==> src/shelf_status_params.svh <==
// Constants for the shelf status signalling block.
// Assumes a 20 MHz core clock; included by the package and the modules.
`ifndef SHELF_STATUS_PARAMS_SVH
`define SHELF_STATUS_PARAMS_SVH

// ----------------------------------------------------------------------
// Timing
// ----------------------------------------------------------------------
`define CORE_CLK_HZ 20000000
`define TICK_HZ 1000
`define BACKUP_WARN_S 45
`define TICK_DIV (`CORE_CLK_HZ / `TICK_HZ)
`define BACKUP_WARN_TICKS (`BACKUP_WARN_S * `TICK_HZ)

// ----------------------------------------------------------------------
// Widths and reset values
// ----------------------------------------------------------------------
`define TICK_CNT_W 15
`define WARN_CNT_W 16
`define SYNC_W 4
`define CNT_ZERO_TICK 15'h0000
`define CNT_ZERO_WARN 16'h0000

`endif

==> src/shelf_status_pkg.sv <==
// Types for the shelf status signalling block.
// Assumes the params header sits beside it.
`include "shelf_status_params.svh"

package shelf_status_pkg;

   // ----------------------------------------------------------------------
   // Backup warning states
   // ----------------------------------------------------------------------
   typedef enum logic [1:0] {
      ST_ON_AC = 2'b00,
      ST_BACKUP = 2'b01,
      ST_WARN = 2'b10
   } backup_state_e;

endpackage

==> src/shelf_status_signalling.sv <==
// Discrete status and presence signalling of a shelf power supply.
// Assumes inputs synchronous to CORE_CLK; open-collector pins are resolved
// outside from the enables (enable high pulls the wire low).
`timescale 1ns/10ps
`default_nettype none
`include "shelf_status_params.svh"

module shelf_status_signalling
   import shelf_status_pkg::*;
#(
   parameter int WARN_TICKS = `BACKUP_WARN_TICKS,
   parameter int TICK_DIV = `TICK_DIV
) (
   input wire logic CORE_CLK,
   input wire logic RST_N,
   input wire logic AC_PRESENT,
   input wire logic ON_BATTERY,
   input wire logic SELF_FAULT,
   input wire logic PEER_UNIT_FAULT,
   input wire logic PEER_UNIT_ABSENT,
   input wire logic BATTERY_FAIL_IN,
   input wire logic BATTERY_SLEEP_IN,
   input wire logic BATTERY_PRESENT_N,
   input wire logic BATTERY_PROTECT_IN,
   input wire logic BATTERY_STOP_DISCHARGE_IN,
   output logic POWER_LOSS_WARNING_N_O,
   output logic POWER_LOSS_WARNING_N_OE,
   output logic REDUNDANCY_LOST_N_O,
   output logic REDUNDANCY_LOST_N_OE,
   output logic SUPPLY_PRESENT_TO_BATTERY_N,
   output logic BATTERY_FEED_ENABLE,
   output logic BATTERY_FITTED,
   output logic BACKUP_WARNING
);

   // ----------------------------------------------------------------------
   // Millisecond tick
   // ----------------------------------------------------------------------
   logic tick;

   tick_divider #(
      .DIV(TICK_DIV)
   ) u_tick (
      .clk(CORE_CLK),
      .rst_n(RST_N),
      .tick(tick)
   );

   // ----------------------------------------------------------------------
   // Backup timer
   // ----------------------------------------------------------------------
   backup_state_e state;
   backup_state_e next_state;
   logic [`WARN_CNT_W-1:0] elapsed;
   logic [`WARN_CNT_W-1:0] next_elapsed;
   logic backup_active;

   // Backup only counts while on battery and AC is still missing
   assign backup_active = ON_BATTERY && !AC_PRESENT;

   // Count in ms ticks; coarse tick keeps the counter narrow
   always_comb begin
      next_state = state;
      next_elapsed = elapsed;
      case (state)
         ST_ON_AC: begin
            next_elapsed = `CNT_ZERO_WARN;
            if (backup_active) begin
               next_state = ST_BACKUP;
            end
         end
         ST_BACKUP: begin
            if (!backup_active) begin
               next_state = ST_ON_AC;
               next_elapsed = `CNT_ZERO_WARN;
            end else if (tick) begin
               if (elapsed == `WARN_CNT_W'(WARN_TICKS - 1)) begin
                  next_state = ST_WARN;
               end
               next_elapsed = elapsed + `WARN_CNT_W'(1);
            end
         end
         ST_WARN: begin
            if (!backup_active) begin
               next_state = ST_ON_AC;
               next_elapsed = `CNT_ZERO_WARN;
            end
         end
         default: begin
            next_state = ST_ON_AC;
            next_elapsed = `CNT_ZERO_WARN;
         end
      endcase
   end

   always_ff @(posedge CORE_CLK or negedge RST_N) begin
      if (!RST_N) begin
         state <= ST_ON_AC;
         elapsed <= `CNT_ZERO_WARN;
      end else begin
         state <= next_state;
         elapsed <= next_elapsed;
      end
   end

   // ----------------------------------------------------------------------
   // Status flags
   // ----------------------------------------------------------------------
   logic warn;
   logic redundancy_lost_n;
   logic fitted;
   logic feed_en;
   logic next_warn;
   logic next_redundancy_lost_n;
   logic next_fitted;
   logic next_feed_en;

   // Protection and stop-discharge are deliberately not in the OR term
   always_comb begin
      next_warn = (next_state == ST_WARN);
      next_fitted = !BATTERY_PRESENT_N;
      next_redundancy_lost_n = SELF_FAULT || PEER_UNIT_FAULT || PEER_UNIT_ABSENT
         || BATTERY_FAIL_IN || BATTERY_SLEEP_IN
         || BATTERY_PRESENT_N;
      next_feed_en = !BATTERY_PROTECT_IN;
   end

   always_ff @(posedge CORE_CLK or negedge RST_N) begin
      if (!RST_N) begin
         warn <= 1'b0;
         redundancy_lost_n <= 1'b0;
         fitted <= 1'b0;
         feed_en <= 1'b0;
      end else begin
         warn <= next_warn;
         redundancy_lost_n <= next_redundancy_lost_n;
         fitted <= next_fitted;
         feed_en <= next_feed_en;
      end
   end

   // ----------------------------------------------------------------------
   // Pins
   // ----------------------------------------------------------------------
   // Open collector: output level is always low, enable pulls the wire
   assign POWER_LOSS_WARNING_N_O = 1'b0;
   assign POWER_LOSS_WARNING_N_OE = warn;
   assign REDUNDANCY_LOST_N_O = 1'b0;
   assign REDUNDANCY_LOST_N_OE = redundancy_lost_n;
   // Tied low so the battery unit sees a supply fitted
   assign SUPPLY_PRESENT_TO_BATTERY_N = 1'b0;
   // Combinational path so protection cuts the feed without a clock edge
   assign BATTERY_FEED_ENABLE = feed_en && !BATTERY_PROTECT_IN;
   assign BATTERY_FITTED = fitted;
   assign BACKUP_WARNING = warn;

endmodule
`default_nettype wire

==> src/tick_divider.sv <==
// Divides the core clock into a one-cycle enable pulse.
// Assumes one clock domain and an asynchronous active-low reset.
`timescale 1ns/10ps
`default_nettype none
`include "shelf_status_params.svh"

module tick_divider
   import shelf_status_pkg::*;
#(
   parameter int DIV = `TICK_DIV
) (
   input wire logic clk,
   input wire logic rst_n,
   output logic tick
);

   logic [`TICK_CNT_W-1:0] count;
   logic [`TICK_CNT_W-1:0] next_count;
   logic next_tick;

   // Wrap at DIV-1, pulse for one cycle on wrap
   always_comb begin
      if (count == `TICK_CNT_W'(DIV - 1)) begin
         next_count = `CNT_ZERO_TICK;
         next_tick = 1'b1;
      end else begin
         next_count = count + `TICK_CNT_W'(1);
         next_tick = 1'b0;
      end
   end

   always_ff @(posedge clk or negedge rst_n) begin
      if (!rst_n) begin
         count <= `CNT_ZERO_TICK;
         tick <= 1'b0;
      end else begin
         count <= next_count;
         tick <= next_tick;
      end
   end

endmodule
`default_nettype wire

==> config.mk <==
export PLATFORM = sky130hd
export DESIGN_NAME = shelf_status_signalling
export DESIGN_NICKNAME = d
export VERILOG_FILES = /design/src/shelf_status_pkg.sv /design/src/shelf_status_signalling.sv /design/src/tick_divider.sv
export VERILOG_INCLUDE_DIRS = /design/src /design/src/src
export SDC_FILE = /design/constraint.sdc
export NUM_CORES = 1
export LEC_CHECK = 0
export BUFFER_PORTS_ARGS = -buffer_cell sky130_fd_sc_hd__buf_2
export CAP_MARGIN = 20
export CORE_MARGIN = 4
export CORE_UTILIZATION = 55
export CTS_CLUSTER_DIAMETER = 200
export DETAILED_ROUTE_END_ITERATION = 10
export PLACE_DENSITY = 0.83
export SLEW_MARGIN = 20
export SYNTH_ARGS = -nofsm -noshare
export SYNTH_HDL_FRONTEND = slang
export SYNTH_SLANG_ARGS = --single-unit
export TNS_END_PERCENT = 30
==> constraint.sdc <==
create_clock -name CORE_CLK -period 3.7 [get_ports CORE_CLK]
set_input_delay 0.37 -clock CORE_CLK [delete_from_list [all_inputs] [get_ports CORE_CLK]]
set_output_delay 0.37 -clock CORE_CLK [all_outputs]
set_load 0.05 [all_outputs]
==> flow_metrics.tcl <==
set metrics [dict create \
    outcome "completed" \
    yosysWarnings 0 \
    grt_pass1_wl_mm 6.24 \
    setup_tns_ns 0 \
    totalPowerFinal_mw 0.686 \
    final_max_slew_viol_count 0 \
    clk_latency_ns 0.35 \
    cts_root_buffer "clkbuf_4" \
    worst_pin_slew_ns 0.794 \
    numCtsBuffers 5 \
    yosys.area_share.simple 0.269 \
    crit_required_ns 3.94 \
    route.detailed.drc 0 \
    crit_fanout 9 \
    diodes 0 \
    first_iter_violations 124 \
    synth_top_family_by_area "simple AND/OR/NAND/NOR gates" \
    maxCapViolations 0 \
    async_flop_share 1.00 \
    wl_per_cell_um 14.0 \
    die_width_um 67.4 \
    htreeDepth 2 \
    power.density_mw_per_mm2 330 \
    leakagePower_nw 0.854 \
    cts_setup_buffers 0 \
    place_ws_ns 1.89 \
    start_util 0.577 \
    clock_skew_ns 0.0101 \
    syn_area_mm2 0.00194 \
    yosysSeqAreaShare 0.490 \
    setup_ws_ns 1.98 \
    n_fill_cell 291 \
    synth-adder-area-share 0.0129 \
    clkSinkCount 38 \
    seq_area_um2 951 \
    wl_mm 3.51 \
    ctsHoldBuffers 0 \
    critPathLaunchType "flop" \
    hpwl_mm 2.42 \
    post-route-period-util 0.464 \
    die_h_um 67.4 \
    max_freq_ghz 0.582 \
    fp-row-count 21 \
    cts_max_path_buffers 2 \
    drive_gt1_frac 0.146 \
    track_usage 0.183 \
    grt_max_degree 39 \
    synth_xor_area_frac 0.0857 \
    max_slew_margin 0.471 \
    period_minus_slack_ns 1.72 \
    irDropWorstVdd_mv 0.224 \
    gp_congestion 0.840 \
    grt_pass1_vias 1437 \
    final_area_mm2 0.00208 \
    synth.distinct_cells 46 \
    timing.hold.ws_ns 0.0851 \
    vias_per_cell 5.62 \
    dr.pass1.iters 4 \
    arrival_ns 1.96 \
    rsz0062_at_grt "no" \
    multi_input_area_um2 918 \
    ys_ff_latch 38 \
    cts_tree "done" \
    syn_inst 189 \
    antenna_found_initial 0 \
    die_area_mm2 0.00455 \
    io_pins 20 \
    final_util 0.619 \
    areaGrowthSynthToFinish_pct 7.15 \
    synth_mux_area_frac 0 \
    vias 1410 \
    finalNonFillerCells 251 \
    nets 218 \
    hold_violations 0 \
    grt_remaining_overflow 0 \
    numPortBuffers 15 \
    final_antenna_net_count 0 \
    hold_path_class "in -> async" \
    coreArea_mm2 0.00336 \
    synth_compound_area_frac 0.0992 \
    dpl.cell_count 243 \
    cts_resized 0 \
    placed_cell_area_mm2 0.00202 \
    synth_ff_type "dfrtp_1" \
    crit_path_end_kind "flop" \
    synth.avg_cell_area_um2 10.3 \
    finalSetupViolCount 0 \
    worstSetupPathType "reg -> reg" \
    clkTransAtPathRegs_ns 0.12 \
    synth-edff-count 0 \
]
where the power goes:
| group | switching [mW] | internal (mW) | leakage (nW) | total (mW) |
|---|---|---|---|---|
| logic | 0.0295 | 0.00977 | 0.313 | 0.0393 |
| registers | 0.00175 | 0.417 | 0.506 | 0.419 |
| clock network | 0.136 | 0.0922 | 0.0353 | 0.229 |
cells by family (layout without fill, tap and decap cells):
group                    Yosys count  after routing
AND/OR/NAND/NOR                   89             89
buffers and inverters             14             28
adder cells (fa/ha/maj)            2              2
flip-flops                        38             38
other                              1              3
XOR/XNOR                          19             19
AO/OA/AOI/OAI                     26             26
worst paths after layout:
path	cells past startpoint	from	endpoint	slack (ns)
min	1	RST_N	state[1]	0.09
max in group asynchronous	1	RST_N	u_tick.count[6]	3.10
min in group CORE_CLK	2	BATTERY_PROTECT_IN	feed_en	0.17
min reg2reg	1	u_tick.count[0]	u_tick.count[0]	0.50
max	5	u_tick.count[0]	u_tick.count[11]	1.98
max reg2reg	5	u_tick.count[0]	u_tick.count[11]	1.98
flip-flops by register name, indices dropped and copies added, names as in the netlist:
signal	flops
elapsed	16
feed_en	1
state	2
u_tick.count	15
REDUNDANCY_LOST_N_OE	1
u_tick.tick	1
BACKUP_WARNING	1
BATTERY_FITTED	1
cell type report:
cell class              instances  share of cell area
clock inverters                 1             0.00241
flip-flops and latches         38               0.457
repair buffers                 15              0.0361
well taps                      46              0.0277
multi-input cells             139               0.441
clock buffers                   7              0.0265
inverters                       5             0.00902
worst max-delay path, cell delays in order, from the launching register on:
cell	delay (ns)
dfrtp_1	0.41
ha_1	0.22
and4_1	0.28
and4_1	0.42
o21ai_0	0.14
nor2b_1	0.15
per-layer routing:
layer | wire (um) | GRT usage | up-vias | share of wire
li1 | - | - | 699 | -
met1 | 1640 | 0.230 | 672 | 0.47
met2 | 1650 | 0.297 | 32 | 0.47
met3 | 157 | 0.0349 | 7 | 0.045
met4 | 60 | 0.0987 | 0 | 0.017
met5 | 0 | 0 | - | 0
placed cells by master (no fill, tap or decap), drive strengths merged, types with 3 or more instances in the layout:
cell type | Yosys | layout
nand2 | 12 | 12
xnor2 | 16 | 16
a21oi | 8 | 8
and2 | 3 | 3
nand4 | 5 | 5
a311oi | 3 | 3
nand3 | 8 | 8
conb | 1 | 3
xor2 | 3 | 3
nor3 | 8 | 8
buf | 8 | 15
dfrtp | 38 | 38
nor4 | 3 | 3
nor2 | 20 | 20
clkbuf | 1 | 7
and4 | 6 | 6
o21ai | 4 | 4
and3 | 5 | 5
nor2b | 4 | 4
inv | 5 | 5
cells in the mapped netlist (2+ instances only):
master | number | area (um2)
a211oi_1 | 2 | 15.0
a21oi_1 | 7 | 35.0
a22o_1 | 2 | 17.5
a311oi_1 | 3 | 26.3
a31oi_1 | 2 | 12.5
and2_1 | 3 | 18.8
and3_1 | 5 | 31.3
and4_1 | 6 | 52.6
buf_2 | 3 | 15.0
buf_4 | 4 | 30.0
dfrtp_1 | 38 | 951
ha_1 | 2 | 25.0
inv_1 | 5 | 18.8
nand2_1 | 12 | 45.0
nand3_1 | 8 | 40.0
nand4_1 | 5 | 31.3
nand4b_1 | 2 | 17.5
nor2_1 | 20 | 75.1
nor2b_1 | 4 | 25.0
nor3_1 | 7 | 35.0
nor3b_1 | 2 | 15.0
nor4_1 | 2 | 12.5
nor4b_1 | 2 | 17.5
o21ai_0 | 4 | 20.0
xnor2_1 | 16 | 140
xor2_1 | 3 | 26.3
Note: power is estimated with default switching activity, not from simulation.
